File: src/dll_dqs_pkg.sv
// Constants, register map and field layout of the strobe delay control block
package dll_dqs_pkg;
    // APB register byte offsets
    localparam logic [7:0] CTRL_OFFSET   = 8'h00;
    localparam logic [7:0] WLEVEL_OFFSET = 8'h04;
    localparam logic [7:0] STATUS_OFFSET = 8'h08;
    // Control register field positions
    localparam int CTRL_TIME_REF  = 0;
    localparam int CTRL_GEARBOX   = 1;
    localparam int CTRL_SHIFT_LSB = 2;
    localparam int CTRL_DIV2      = 5;
    localparam int CTRL_DIV4      = 6;
    localparam int CTRL_WIDTH     = 7;
    // Status register field positions
    localparam int STAT_LOCK      = 0;
    localparam int STAT_MISMATCH  = 1;
    localparam int STAT_DIR       = 2;
    localparam int STAT_CODE_LSB  = 8;
    localparam int STAT_CAL_LSB   = 16;
    // Reset values and delay code limit
    localparam logic [6:0] CTRL_RESET   = 7'h00;
    localparam logic [7:0] WLEVEL_RESET = 8'h00;
    localparam logic [6:0] CODE_RESET   = 7'h00;
    localparam logic [6:0] CODE_MAX     = 7'h7F;
    // Widths and depths
    localparam int CODE_W    = 7;
    localparam int GRAY_W    = 6;
    localparam int WL_W      = 8;
    localparam int SHIFT_W   = 3;
    localparam int HIST_D    = 128;
    localparam int SYNC_W    = 13;
    // Lock qualification: aligned reference edges in a row
    localparam logic [2:0] LOCK_COUNT = 3'h4;
    // Synchroniser bundle bit positions
    localparam int P_REF   = 0;
    localparam int P_FB    = 1;
    localparam int P_DLL_RESET_N  = 2;
    localparam int P_FRZ   = 3;
    localparam int P_UPD   = 4;
    localparam int P_DIR   = 5;
    localparam int P_DQS   = 6;
    localparam int P_GRAY  = 7;
endpackage

File: src/dll_dqs_delay_control.sv
// Delay-locked loop control, read strobe delay and write strobe generation
//
// The placing of the registers and register access over APB were decided locally.
`timescale 1ns/10ps
module dll_dqs_delay_control (
    input  wire logic        mclk,
    input  wire logic        sys_rst,
    input  wire logic        ref_clk_in,
    input  wire logic        feedback_clk_in,
    input  wire logic        dll_reset_n,
    input  wire logic        delay_code_freeze,
    input  wire logic        code_update_strobe,
    input  wire logic        step_dir_in,
    input  wire logic [5:0]  gray_code_in,
    input  wire logic        dqs_in,
    input  wire logic        psel,
    input  wire logic        penable,
    input  wire logic        pwrite,
    input  wire logic [7:0]  paddr,
    input  wire logic [31:0] pwdata,
    output logic      [31:0] prdata,
    output logic             pready,
    output logic             pslverr,
    output logic             primary_clk_out,
    output logic             secondary_clk_out,
    output logic             lock,
    output logic             step_dir_out,
    output logic      [5:0]  gray_code_out,
    output logic             code_mismatch_flag,
    output logic      [6:0]  delay_cal_code,
    output logic             read_strobe_delayed,
    output logic             capture_clk_polarity,
    output logic             gearbox_transfer_strobe,
    output logic             write_gear_clk0,
    output logic             write_gear_clk1,
    output logic             write_strobe_out
);
    // Gray to binary, used for the peer bus
    function automatic logic [5:0] gray2bin(input logic [5:0] g);
        logic [5:0] b;
        b[5] = g[5];
        for (int i = 4; i >= 0; i--) begin
            b[i] = b[i+1] ^ g[i];
        end
        return b;
    endfunction

    // Binary to gray, used for the own bus
    function automatic logic [5:0] bin2gray(input logic [5:0] b);
        return b ^ (b >> 1);
    endfunction

    logic [dll_dqs_pkg::SYNC_W-1:0]  sync1_reg;      // First stage, read by second only
    logic [dll_dqs_pkg::SYNC_W-1:0]  sync2_reg;      // Second stage
    logic [dll_dqs_pkg::SYNC_W-1:0]  sync3_reg;      // Third stage
    logic [dll_dqs_pkg::SYNC_W-1:0]  pin_reg;        // Settled pin levels
    logic [dll_dqs_pkg::SYNC_W-1:0]  pin_prev_reg;   // Settled levels one cycle back
    logic [dll_dqs_pkg::CTRL_WIDTH-1:0] ctrl_reg;    // Control register
    logic [dll_dqs_pkg::WL_W-1:0]    wlevel_reg;     // Write leveling delay
    logic [dll_dqs_pkg::CODE_W-1:0]  code_reg;       // Internal delay setting
    logic [dll_dqs_pkg::CODE_W-1:0]  cal_reg;        // Presented calibration code
    logic [2:0]                      align_cnt_reg;  // Aligned edges in a row
    logic                            lock_reg;       // Phase lock
    logic                            dir_reg;        // Last step direction
    logic [dll_dqs_pkg::HIST_D-1:0]  clk_hist_reg;   // Primary clock history
    logic [dll_dqs_pkg::HIST_D-1:0]  dqs_hist_reg;   // Strobe history
    logic                            div2_reg;       // Shifted clock divided by 2
    logic                            div4_reg;       // Shifted clock divided by 4
    logic                            shifted_prev_reg; // Edge detect of shifted clock
    logic                            div2_prev_reg;  // Edge detect of div2
    logic                            rstrobe_prev_reg; // Edge detect of delayed strobe
    logic                            pair_reg;       // Odd/even strobe edge
    logic                            sec_reg;        // Secondary clock output
    logic                            rsd_reg;        // Delayed read strobe
    logic                            pol_reg;        // Capture polarity
    logic                            xfer_reg;       // Gearbox transfer pulse
    logic                            wg0_reg;        // Write gearing clock 0
    logic                            wg1_reg;        // Write gearing clock 1
    logic                            wstr_reg;       // Write strobe
    logic [31:0]                     prdata_reg;     // Read data
    logic                            pslverr_reg;    // Error response

    logic dll_rst;       // Loop reset, bus reset or DLL pin low
    logic ref_rise;      // Settled reference rising edge
    logic fb_rise;       // Settled feedback rising edge
    logic update_take;   // Two-cycle update strobe seen
    logic time_ref;      // Follow peer code
    logic shifted_clk;   // Primary clock after fine shift
    logic rstrobe_next;  // Delayed strobe before register
    logic [5:0] peer_bin;  // Peer code in binary
    logic apb_access;    // Access phase
    logic addr_ok;       // Mapped offset

    assign dll_rst     = sys_rst | ~pin_reg[dll_dqs_pkg::P_DLL_RESET_N];
    assign ref_rise    = pin_reg[dll_dqs_pkg::P_REF] & ~pin_prev_reg[dll_dqs_pkg::P_REF];
    assign fb_rise     = pin_reg[dll_dqs_pkg::P_FB] & ~pin_prev_reg[dll_dqs_pkg::P_FB];
    // Two consecutive high samples, relies on the peer holding it that long
    assign update_take = pin_reg[dll_dqs_pkg::P_UPD] & pin_prev_reg[dll_dqs_pkg::P_UPD];
    assign time_ref    = ctrl_reg[dll_dqs_pkg::CTRL_TIME_REF];
    assign peer_bin    = gray2bin(pin_reg[dll_dqs_pkg::P_GRAY +: dll_dqs_pkg::GRAY_W]);
    assign shifted_clk = clk_hist_reg[ctrl_reg[dll_dqs_pkg::CTRL_SHIFT_LSB +: dll_dqs_pkg::SHIFT_W]];
    // Quarter period: a quarter of the calibrated delay in clock cycles
    assign rstrobe_next = dqs_hist_reg[{2'h0, cal_reg[6:2]}];
    assign apb_access  = psel & penable;
    assign addr_ok     = (paddr == dll_dqs_pkg::CTRL_OFFSET) | (paddr == dll_dqs_pkg::WLEVEL_OFFSET)
                       | (paddr == dll_dqs_pkg::STATUS_OFFSET);

    // Pin synchroniser; a change counts once stages two and three agree
    always_ff @(posedge mclk) begin
        sync1_reg <= {gray_code_in, dqs_in, step_dir_in, code_update_strobe, delay_code_freeze,
                      dll_reset_n, feedback_clk_in, ref_clk_in};
        sync2_reg <= sync1_reg;
        sync3_reg <= sync2_reg;
        if (sys_rst) begin
            pin_reg      <= '0;
            pin_prev_reg <= '0;
        end else begin
            pin_reg      <= ((sync2_reg ~^ sync3_reg) & sync3_reg) | ((sync2_reg ^ sync3_reg) & pin_reg);
            pin_prev_reg <= pin_reg;
        end
    end

    // APB register writes; zero wait states
    always_ff @(posedge mclk) begin
        if (sys_rst) begin
            ctrl_reg   <= dll_dqs_pkg::CTRL_RESET;
            wlevel_reg <= dll_dqs_pkg::WLEVEL_RESET;
        end else if (apb_access & pwrite) begin
            if (paddr == dll_dqs_pkg::CTRL_OFFSET) begin
                ctrl_reg <= pwdata[dll_dqs_pkg::CTRL_WIDTH-1:0];
            end
            // Controller picks the leveling step here
            if (paddr == dll_dqs_pkg::WLEVEL_OFFSET) begin
                wlevel_reg <= pwdata[dll_dqs_pkg::WL_W-1:0];
            end
        end
    end

    // APB read data and error answer
    always_ff @(posedge mclk) begin
        if (sys_rst) begin
            prdata_reg  <= '0;
            pslverr_reg <= 1'b0;
        end else if (psel & ~penable) begin
            pslverr_reg <= ~addr_ok;
            prdata_reg  <= '0;
            if (~pwrite) begin
                unique case (paddr)
                    dll_dqs_pkg::CTRL_OFFSET: begin
                        prdata_reg <= {25'h0000000, ctrl_reg};
                    end
                    dll_dqs_pkg::WLEVEL_OFFSET: begin
                        prdata_reg <= {24'h000000, wlevel_reg};
                    end
                    dll_dqs_pkg::STATUS_OFFSET: begin
                        prdata_reg <= {9'h000, cal_reg, 1'b0, code_reg, 5'h00, dir_reg,
                                       code_mismatch_flag, lock_reg};
                    end
                    default: begin
                        prdata_reg <= '0;
                    end
                endcase
            end
        end
    end

    // Delay code loop: step toward alignment, or follow the peer
    always_ff @(posedge mclk) begin
        if (dll_rst) begin
            code_reg <= dll_dqs_pkg::CODE_RESET;
            dir_reg  <= 1'b0;
        end else if (time_ref) begin
            // Peer code and its direction taken together
            code_reg <= {peer_bin, 1'b0};
            dir_reg  <= pin_reg[dll_dqs_pkg::P_DIR];
        end else if (pin_reg[dll_dqs_pkg::P_FRZ]) begin
            // Arithmetic stopped; code holds
            code_reg <= code_reg;
        end else if (ref_rise & ~fb_rise) begin
            // Feedback already high means it leads: shorten; else lengthen
            if (pin_reg[dll_dqs_pkg::P_FB] & (code_reg != dll_dqs_pkg::CODE_RESET)) begin
                code_reg <= code_reg - 7'h01;
                dir_reg  <= 1'b0;
            end else if (~pin_reg[dll_dqs_pkg::P_FB] & (code_reg != dll_dqs_pkg::CODE_MAX)) begin
                code_reg <= code_reg + 7'h01;
                dir_reg  <= 1'b1;
            end
        end
    end

    // Lock qualifier; any misaligned reference edge drops lock
    always_ff @(posedge mclk) begin
        if (dll_rst) begin
            align_cnt_reg <= '0;
            lock_reg      <= 1'b0;
        end else if (ref_rise) begin
            if (fb_rise) begin
                if (align_cnt_reg != dll_dqs_pkg::LOCK_COUNT) begin
                    align_cnt_reg <= align_cnt_reg + 3'h1;
                end
                lock_reg <= (align_cnt_reg + 3'h1) >= dll_dqs_pkg::LOCK_COUNT;
            end else begin
                align_cnt_reg <= '0;
                lock_reg      <= 1'b0;
            end
        end
    end

    // Calibration code moves to the strobe blocks only on a qualified update
    always_ff @(posedge mclk) begin
        if (dll_rst) begin
            cal_reg <= dll_dqs_pkg::CODE_RESET;
        end else if (update_take) begin
            cal_reg <= code_reg;
        end
    end

    // Clock and strobe histories; tap k lags the settled pin level by k+1 cycles
    always_ff @(posedge mclk) begin
        if (sys_rst) begin
            clk_hist_reg <= '0;
            dqs_hist_reg <= '0;
        end else begin
            clk_hist_reg <= {clk_hist_reg[dll_dqs_pkg::HIST_D-2:0], pin_reg[dll_dqs_pkg::P_REF]};
            dqs_hist_reg <= {dqs_hist_reg[dll_dqs_pkg::HIST_D-2:0], pin_reg[dll_dqs_pkg::P_DQS]};
        end
    end

    // Secondary clock: shifted, then optional divide; divide by 4 wins over 2
    always_ff @(posedge mclk) begin
        if (dll_rst) begin
            div2_reg         <= 1'b0;
            div4_reg         <= 1'b0;
            shifted_prev_reg <= 1'b0;
            div2_prev_reg    <= 1'b0;
            sec_reg          <= 1'b0;
        end else begin
            shifted_prev_reg <= shifted_clk;
            div2_prev_reg    <= div2_reg;
            if (shifted_clk & ~shifted_prev_reg) begin
                div2_reg <= ~div2_reg;
            end
            if (div2_reg & ~div2_prev_reg) begin
                div4_reg <= ~div4_reg;
            end
            if (ctrl_reg[dll_dqs_pkg::CTRL_DIV4]) begin
                sec_reg <= div4_reg;
            end else if (ctrl_reg[dll_dqs_pkg::CTRL_DIV2]) begin
                sec_reg <= div2_reg;
            end else begin
                sec_reg <= shifted_clk;
            end
        end
    end

    // Read side: delayed strobe, polarity and gearbox transfer
    always_ff @(posedge mclk) begin
        if (dll_rst) begin
            rsd_reg          <= 1'b0;
            rstrobe_prev_reg <= 1'b0;
            pol_reg          <= 1'b0;
            pair_reg         <= 1'b0;
            xfer_reg         <= 1'b0;
        end else begin
            rsd_reg          <= rstrobe_next;
            rstrobe_prev_reg <= rsd_reg;
            xfer_reg         <= 1'b0;
            if (rsd_reg & ~rstrobe_prev_reg) begin
                // Primary clock level at the strobe edge picks the capture edge
                pol_reg  <= pin_reg[dll_dqs_pkg::P_REF];
                pair_reg <= ~pair_reg;
                // One pulse per pair of strobe edges in gearbox mode
                xfer_reg <= ctrl_reg[dll_dqs_pkg::CTRL_GEARBOX] & pair_reg;
            end
        end
    end

    // Write side: gearing clocks and leveled write strobe
    always_ff @(posedge mclk) begin
        if (dll_rst) begin
            wg0_reg  <= 1'b0;
            wg1_reg  <= 1'b0;
            wstr_reg <= 1'b0;
        end else begin
            wg0_reg  <= pin_reg[dll_dqs_pkg::P_REF];
            wg1_reg  <= div2_reg;
            // Leveling tap on top of the calibrated delay, top bit inverts
            wstr_reg <= clk_hist_reg[cal_reg + wlevel_reg[6:0]] ^ wlevel_reg[dll_dqs_pkg::WL_W-1];
        end
    end

    // Output drive; gray bus carries code bits 6 to 1, so a loop step moves it by at most one bit
    assign gray_code_out        = bin2gray(code_reg[6:1]);
    assign delay_cal_code       = cal_reg;
    assign code_mismatch_flag   = cal_reg != code_reg;
    assign lock                 = lock_reg;
    assign step_dir_out         = dir_reg;
    assign primary_clk_out      = wg0_reg;
    assign secondary_clk_out    = sec_reg;
    assign read_strobe_delayed  = rsd_reg;
    assign capture_clk_polarity = pol_reg;
    assign gearbox_transfer_strobe = xfer_reg;
    assign write_gear_clk0      = wg0_reg;
    assign write_gear_clk1      = wg1_reg;
    assign write_strobe_out     = wstr_reg;
    assign prdata               = prdata_reg;
    assign pslverr              = pslverr_reg & apb_access;
    assign pready               = 1'b1;

    // Assertions
    a_freeze_holds_code: assert property (@(posedge mclk) disable iff (dll_rst)
        (pin_reg[dll_dqs_pkg::P_FRZ] & ~time_ref) |=> $stable(code_reg))
        else $error("code moved while frozen");
    a_update_loads_cal: assert property (@(posedge mclk) disable iff (dll_rst)
        update_take |=> (cal_reg == $past(code_reg)))
        else $error("update did not load calibration code");
    a_cal_held_idle: assert property (@(posedge mclk) disable iff (dll_rst)
        (~update_take) |=> $stable(cal_reg))
        else $error("calibration code moved without update");
    a_lock_needs_align: assert property (@(posedge mclk) disable iff (dll_rst)
        (ref_rise & ~fb_rise) |=> ~lock)
        else $error("lock kept after misaligned edge");
    // Right after an update the flag may only stay up if the loop stepped again
    a_mismatch_flag: assert property (@(posedge mclk) disable iff (dll_rst)
        update_take |=> (~code_mismatch_flag | $changed(code_reg)))
        else $error("mismatch flag wrong");
    a_gray_one_bit: assert property (@(posedge mclk) disable iff (dll_rst)
        $countones(gray_code_out ^ $past(gray_code_out)) <= 1)
        else $error("gray bus changed more than one bit");
    a_step_direction: assert property (@(posedge mclk) disable iff (dll_rst)
        (~time_ref & (code_reg > $past(code_reg))) |-> step_dir_out)
        else $error("direction missing on increment");
    a_time_ref_follow: assert property (@(posedge mclk) disable iff (dll_rst)
        (time_ref & $past(time_ref)) |-> (code_reg[6:1] == $past(peer_bin)))
        else $error("time reference code not followed");
    a_xfer_gearbox: assert property (@(posedge mclk) disable iff (dll_rst)
        gearbox_transfer_strobe |-> ($past(ctrl_reg[dll_dqs_pkg::CTRL_GEARBOX]) ##1 ~gearbox_transfer_strobe))
        else $error("transfer pulse outside gearbox mode");
    // The cycle after loop reset still shows the reset value, not the tap
    a_wstrobe_invert: assert property (@(posedge mclk) disable iff (dll_rst)
        (~$past(dll_rst)) |->
        (write_strobe_out == ($past(clk_hist_reg[cal_reg + wlevel_reg[6:0]]) ^ $past(wlevel_reg[7]))))
        else $error("write strobe tap or inversion wrong");
    c_lock_reached: cover property (@(posedge mclk) disable iff (dll_rst) $rose(lock));
    c_cal_update: cover property (@(posedge mclk) disable iff (dll_rst) update_take ##1 ~code_mismatch_flag);
    c_gearbox_xfer: cover property (@(posedge mclk) disable iff (dll_rst) gearbox_transfer_strobe);
    c_time_ref: cover property (@(posedge mclk) disable iff (dll_rst) time_ref ##2 $changed(code_reg));
endmodule

File: config.mk
export PLATFORM = sky130hd
export DESIGN_NAME = dll_dqs_delay_control
export DESIGN_NICKNAME = d
export VERILOG_FILES = /design/src/dll_dqs_pkg.sv /design/src/dll_dqs_delay_control.sv
export SDC_FILE = /design/constraint.sdc
export NUM_CORES = 1
export LEC_CHECK = 0
export ABC_AREA = 1
export BUFFER_PORTS_ARGS = -buffer_cell sky130_fd_sc_hd__buf_4
export CAP_MARGIN = 10
export CORE_MARGIN = 3
export CORE_UTILIZATION = 35
export CTS_BUF_LIST = sky130_fd_sc_hd__clkbuf_4
export CTS_CLUSTER_DIAMETER = 30
export DETAILED_ROUTE_END_ITERATION = 10
export SYNTH_ARGS = -nofsm -noshare
export SYNTH_HDL_FRONTEND = slang
export SYNTH_SLANG_ARGS = --single-unit
File: constraint.sdc
create_clock -name mclk -period 4.6 [get_ports mclk]
set_input_delay 0.92 -clock mclk [delete_from_list [all_inputs] [get_ports mclk]]
set_output_delay 0.92 -clock mclk [all_outputs]
set_load 0.005 [all_outputs]
Word level (Yosys, flattened, before mapping)
Index checks and enable logic that the tools add are counted.
{ "op_classes": {"n_addsub": 4, "n_eq_ne": 7, "magnitude_cmp": 4, "n_reduce_logical": 12, "bitwise": 44, "mux": 23} }
{ "op_table": {"columns": ["operator", "n"], "rows": [
  ["one-hot mux 23 bit (3 select lines)", 1],
  ["2-to-1 mux 7 bit", 5],
  ["bitwise AND 13 bit", 2],
  ["2-to-1 mux 23 bit", 1],
  ["NOT 1 bit", 15],
  ["bitwise AND 1 bit", 14],
  ["bitwise OR 13 bit", 1],
  ["XNOR 13 bit", 1],
  ["XOR 13 bit", 1],
  ["2-to-1 mux 1 bit", 11],
  ["== test 8 x 3 -> 1 bit (second input constant)", 1],
  ["== test 8 x 4 -> 1 bit (second input constant)", 1],
  ["logical NOT 8 bit", 1],
  ["less-than comparator 3 x 8 -> 1 bit (second input constant)", 1],
  ["less-than comparator 5 x 8 -> 1 bit (second input constant)", 1],
  ["less-than comparator 7 x 8 -> 1 bit (second input constant)", 1],
  ["adder 7 x 1 -> 7 bit (second input constant)", 1],
  ["adder 7 bit", 1],
  ["binary-select mux 1 bit (select 7 bit)", 1],
  ["!= test 7 bit", 1],
  ["!= test 7 bit (second input constant)", 1],
  ["nonzero test 7 bit", 1],
  ["subtractor 7 x 1 -> 7 bit (second input constant)", 1],
  ["2-to-1 mux 3 bit", 2],
  ["other kinds (14)", 27]
]} }
{ "totals": {"word_cells": 123, "out_inout_bits": 58, "inputBits": 58, "ff_bits": 296} }

Logic depth before layout (Yosys ltp)
{ "logic_depth": {"ltp_word": 7, "ltp_mapped": 16, "depth_no_buf": 15} }

Worst setup path before layout
No wires, ideal clock.
{ "synth_timing": {"path_kind": "register to register", "start": "reg code_reg[2] (netlist bit)", "end": "reg code_reg[6] (netlist bit)", "t_arrival_ps": 2162, "path_stages_with_launch": 16, "required_ps": 4472, "period_less_slack_ps": 2290, "slack_ps": 2310, "setup_ps": 128, "n_path_buf": 1, "path_cell_list": "dfxtp_1 > clkbuf_1 > inv_1 > ha_1 > nand4_1 > o21ai_2 > inv_1 > ha_1 > nand2_1 > o21ai_0 > nand2_1 > nand2_1 > a21oi_1 > xnor2_1 > a21oi_1 > nor2_1"} }
{ "synth_between": {"elab_chain_len": 6, "elab_cells_between_ends": 13, "cone_classes": "2 x add/sub; 1 x eq/ne; 5 x mux; 2 x bitwise; 3 x reduce/logical"} }
{ "synth_rtl": {"columns": ["element", "line_no", "source"], "rows": [
  ["start: declaration", "dll_dqs_delay_control.sv:60", "logic [dll_dqs_pkg::CODE_W-1:0] code_reg;"],
  ["start signal: assignment", "dll_dqs_delay_control.sv:170", "code_reg <= dll_dqs_pkg::CODE_RESET;"],
  ["start signal: assignment", "dll_dqs_delay_control.sv:174", "code_reg <= {peer_bin, 1'b0};"],
  ["start signal: assignment", "dll_dqs_delay_control.sv:178", "code_reg <= code_reg;"],
  ["adder 7 x 1 -> 7 bit or nonzero test 7 bit (tied branches)", "dll_dqs_delay_control.sv:185, dll_dqs_delay_control.sv:181", null],
  ["2-to-1 mux 7 bit or bitwise AND 1 bit (tied branches)", "dll_dqs_delay_control.sv:184, dll_dqs_delay_control.sv:181", null],
  ["2-to-1 mux 7 bit", "dll_dqs_delay_control.sv:181", "if (pin_reg[dll_dqs_pkg::P_FB] & (code_reg != dll_dqs_pkg::CODE_RESET)) begin"],
  ["2-to-1 mux 7 bit", "dll_dqs_delay_control.sv:179", "end else if (ref_rise & ~fb_rise) begin"],
  ["2-to-1 mux 7 bit", "dll_dqs_delay_control.sv:176", "end else if (pin_reg[dll_dqs_pkg::P_FRZ]) begin"],
  ["2-to-1 mux 7 bit", "dll_dqs_delay_control.sv:172", "end else if (time_ref) begin"]
]} }
Several ways; a longest one is shown, not always the timed one. The select of a mux whose other input is x is not followed.
A chain may end at the register's enable or synchronous reset.

Worst setup path in the final report
{ "layout_timing": {"start": "reg cal_reg, in the netlist delay_cal_code[2]", "end": "out code_mismatch_flag"} }
{ "layout_between": {"elab_chain_len": 1} }
{ "layout_rtl": {"columns": ["element", "line_no", "source"], "rows": [
  ["start: declaration", "dll_dqs_delay_control.sv:61", "logic [dll_dqs_pkg::CODE_W-1:0] cal_reg;"],
  ["start signal: assignment", "dll_dqs_delay_control.sv:212", "cal_reg <= dll_dqs_pkg::CODE_RESET;"],
  ["start signal: assignment", "dll_dqs_delay_control.sv:214", "cal_reg <= code_reg;"],
  ["!= test 7 bit", "dll_dqs_delay_control.sv:295", "assign code_mismatch_flag = cal_reg != code_reg;"],
  ["end: declaration", "dll_dqs_delay_control.sv:29", "output logic code_mismatch_flag,"]
]} }
No other way between the ends.

==> flow_summary_export.csv <==
group,metric,value,unit
run_status,run_status,"finished, final reports clean",
power_and_ir_drop,vdd_drop_max,0.267,mV
finish,post_route_cells_drive_above_1_share,14.5,%
drt,remaining_drc_errors,0,
yosys,synth_top_area_cell,"dfxtp_1",
placed_design,gpl.final_weighted_congestion,0.818,
placed_design,io_buffer_count,80,
floorplan,die_w,184,um
drt,wire_per_inst,12.5,um
setup_path,crit_arrival,2.03,ns
timing,layout_worst_path_cycle_share,64.2,%
yosys,yosys.area_share.xor_xnor,1.34,%
drt,dr_vias,8995,
setup_path,timing.critical_path.fanout_max,15,
yosys,synthTopCellsByArea,"dfxtp_1 51%, nand2_1 8.8%, nor2_1 7.2%, inv_1 7.1%, nand3_1 5.7%",
timing,worstMarginPinSlew,0.780,ns
yosys,synth.top_cell.area_share,51.0,%
placed_design,placement.setup.worst_slack,1.31,ns
drt,drt_iter0_markers,443,
setup_path,worst_ep_required_time,3.68,ns
yosys,syn-instance-count,1445,
floorplan,start_util,35.9,%
timing,achievable-frequency,339,MHz
clocking,numCtsBuffers,74,
yosys,syn_area_per_cell,7.69,um2
yosys,largest_family_of_logic_cells_by_synthesized_area,"simple AND/OR/NAND/NOR gates",
finish,nFillCells,3214,
grt,grt_antenna_before_repair,0,
grt,grt_pass1_vias,8787,
drt,drtAntennaViolNets,0,
clocking,clock_path_buffers,3,
placed_design,dpl.hpwl,15.5,mm
floorplan,die-area,33900,um2
finish,area_delta_synth_final,14.5,%
power_and_ir_drop,p_seq_share,53.7,%
yosys,yosys.area_share.simple,24.0,%
clocking,post_cts.resized_instances,0,
power_and_ir_drop,p_switching,1050,uW
worst_hold_path,hold_path_end,"sync2_reg[2]",
power_and_ir_drop,clock_power_share,43.6,%
yosys,postSynth.asyncResetShare,0,%
timing,period_minus_slack,2.95,ns
timing,final.setup.tns,0,ns
yosys,ys_warns,0,
finish,seq_area,5670,um2
yosys,synthesized_area_fraction_occupied_by_ao_oa_aoi_and_oai_cells,8.42,%
yosys,synth_edf_count,0,
worst_hold_path,min_path_cells,0,
power_and_ir_drop,switching_share_of_power,22.6,%
floorplan,io-pin-count,116,
clocking,worst_skew_pair.late_latency,0.68,ns
drt,via_per_inst,4.55,
timing,grt_setup_unrepaired,"no",
grt,overflow,0,
grt,grt_start_max_net_pins,77,
timing,setup_violating_endpoint_count_in_the_final_report,0,
setup_path,timing.setup.critical_path_class,"flip-flop to output port",
clocking,clock_tree.root_cell,"clkbuf_4",
setup_path,reg2reg_slack,1.78,ns
power_and_ir_drop,post-layout-total-power,4650,uW
clocking,buffers_inserted_during_post_cts_setup_optimization,0,
clocking,cts_tree,"done",
grt,globalRouteTotalUtil,14.7,%
timing,slew_headroom,48.0,%
worst_hold_path,holdCritPathClass,"flip-flop to flip-flop",
clocking,cts_sinks,283,
yosys,synthMuxAreaShare,0,%
timing,clock-skew-final,0.0310,ns
setup_path,critPathLaunchType,"flip-flop",
setup_path,rr_startpoint,"delay_cal_code[0]",
clocking,clkSlewWorstSetupHoldPaths,0.06,ns
power_and_ir_drop,p_leak,0.00523,uW
yosys,yosys.area_share.adder,3.74,%
yosys,postSynthRegisterBits,283,
finish,finish.net_count,1630,
yosys,yosys-top-cells-count,"283 x dfxtp_1, 261 x nand2_1, 214 x nor2_1",
yosys,yosysSeqAreaShare,51.0,%
grt,grt_pass1_wl,41.1,mm
power_and_ir_drop,internal-power,3590,uW
floorplan,fp.dieH,184,um
timing,post-route-worst-setup-slack,1.65,ns
timing,finalHoldViolations,0,
yosys,syn_area,11100,um2
worst_hold_path,hold_path.startpoint,"sync1_reg[2]",
power_and_ir_drop,comb_power_share,2.7,%
job,cap_viol_max_count,0,
drt,detailedRoute.firstPassIterationCount,5,
finish,largest_register_ffs,127,
setup_path,worst_setup_path_end_kind,"output port",
clocking,ctsHoldBuffers,0,
finish,multiInputGateArea,4210,um2
timing,timing.final.max_slew_violations,0,
clocking,cts_max_level,3,
setup_path,r2r_cells,12,
finish,n_antenna_cell,0,
drt,routed_wirelength,24.6,mm
yosys,synth-main-ff-cell,"dfxtp_1",
yosys,ys_types,45,
floorplan,std_cell_rows,64,
setup_path,rr_endpoint,"write_strobe_out",
power_and_ir_drop,cellPowerDensity,365,nW/um2
yosys,yosysMostFrequentCell,"dfxtp_1",
floorplan,fp.coreArea,30900,um2
per-layer routing:
layer	GRT usage, %	up-vias	share of wire, %
met2	23.8	169	46
met3	3.91	37	4.8
met1	18.5	4110	47
met5	0	-	0
met4	6.14	0	2.1
li1	-	4679	-
power by group through the flow:
stage	Combinational (uW)	Clock, uW	Sequential (uW)
2_1_floorplan	87.0	0	2540
3_3_place_gp	124	0	2550
3_5_place_dp	125	0	2550
4_1_cts	126	2110	2490
5_1_grt	142	2240	2490
6_report	125	2030	2490
worst max-delay path by stage:
stage / depth (start not counted) / start / endpoint / slack (ns)
floorplan: 15 / code_reg[2] / code_reg[6] / 2.31
global placement: 8 / sys_rst / code_reg[1] / 1.29
detailed placement: 8 / sys_rst / code_reg[1] / 1.31
CTS: 3 / delay_cal_code[2] / code_mismatch_flag / 1.59
global route: 3 / delay_cal_code[2] / code_mismatch_flag / 1.50
finish: 3 / delay_cal_code[2] / code_mismatch_flag / 1.65
through the flow:
| stage | hold WS (ns) | cells | util [%] | cell area, um2 |
|---|---|---|---|---|
| final | 0.305 | 1978 | 41.2 | 12700 |
| after global routing | 0.279 | 1978 | 41.2 | 12700 |
| after CTS | 0.276 | 1978 | 41.2 | 12700 |
| after detailed placement | 0.312 | 1860 | 38.4 | 11900 |
| after global placement | 0.310 | 1860 | 38.4 | 11900 |
| after floorplan | 0.310 | 1454 | - | 11100 |
worst max-delay path, stage by stage, from the launching register on:
cell and delay [ns]:
dfxtp_1 0.76, xnor2_1 0.19, nand4_1 0.21, buf_4 0.21
area by class of cell:
class | instances | share of cell area, %
Tap cell | 396 | 3.90
Timing Repair Buffer | 86 | 5.11
Multi-Input combinational cell | 872 | 33.1
Clock inverter | 9 | 0.305
Clock buffer | 109 | 6.43
Sequential cell | 283 | 44.5
Inverter | 223 | 6.65
cell families after synthesis:
family                   Yosys count
XOR/XNOR                          17
AO/OA/AOI/OAI                    177
other                              2
adder cells (fa/ha/maj)           32
flip-flops                       283
AND/OR/NAND/NOR                  635
buffers and inverters            299
cell usage in the layout (no fill, tap or decap), types with 6 or more instances in the layout:
cell type,instances
a21oi_1,98
a31oi_1,7
buf_4,85
clkbuf_4,109
clkinv_1,7
conb_1,11
dfxtp_1,283
ha_1,29
inv_1,211
inv_2,7
nand2_1,261
nand3_1,127
nand4_1,6
nor2_1,214
o21ai_0,57
xnor2_1,6
xor2_1,11
Note: power is estimated with default switching activity, not from simulation.
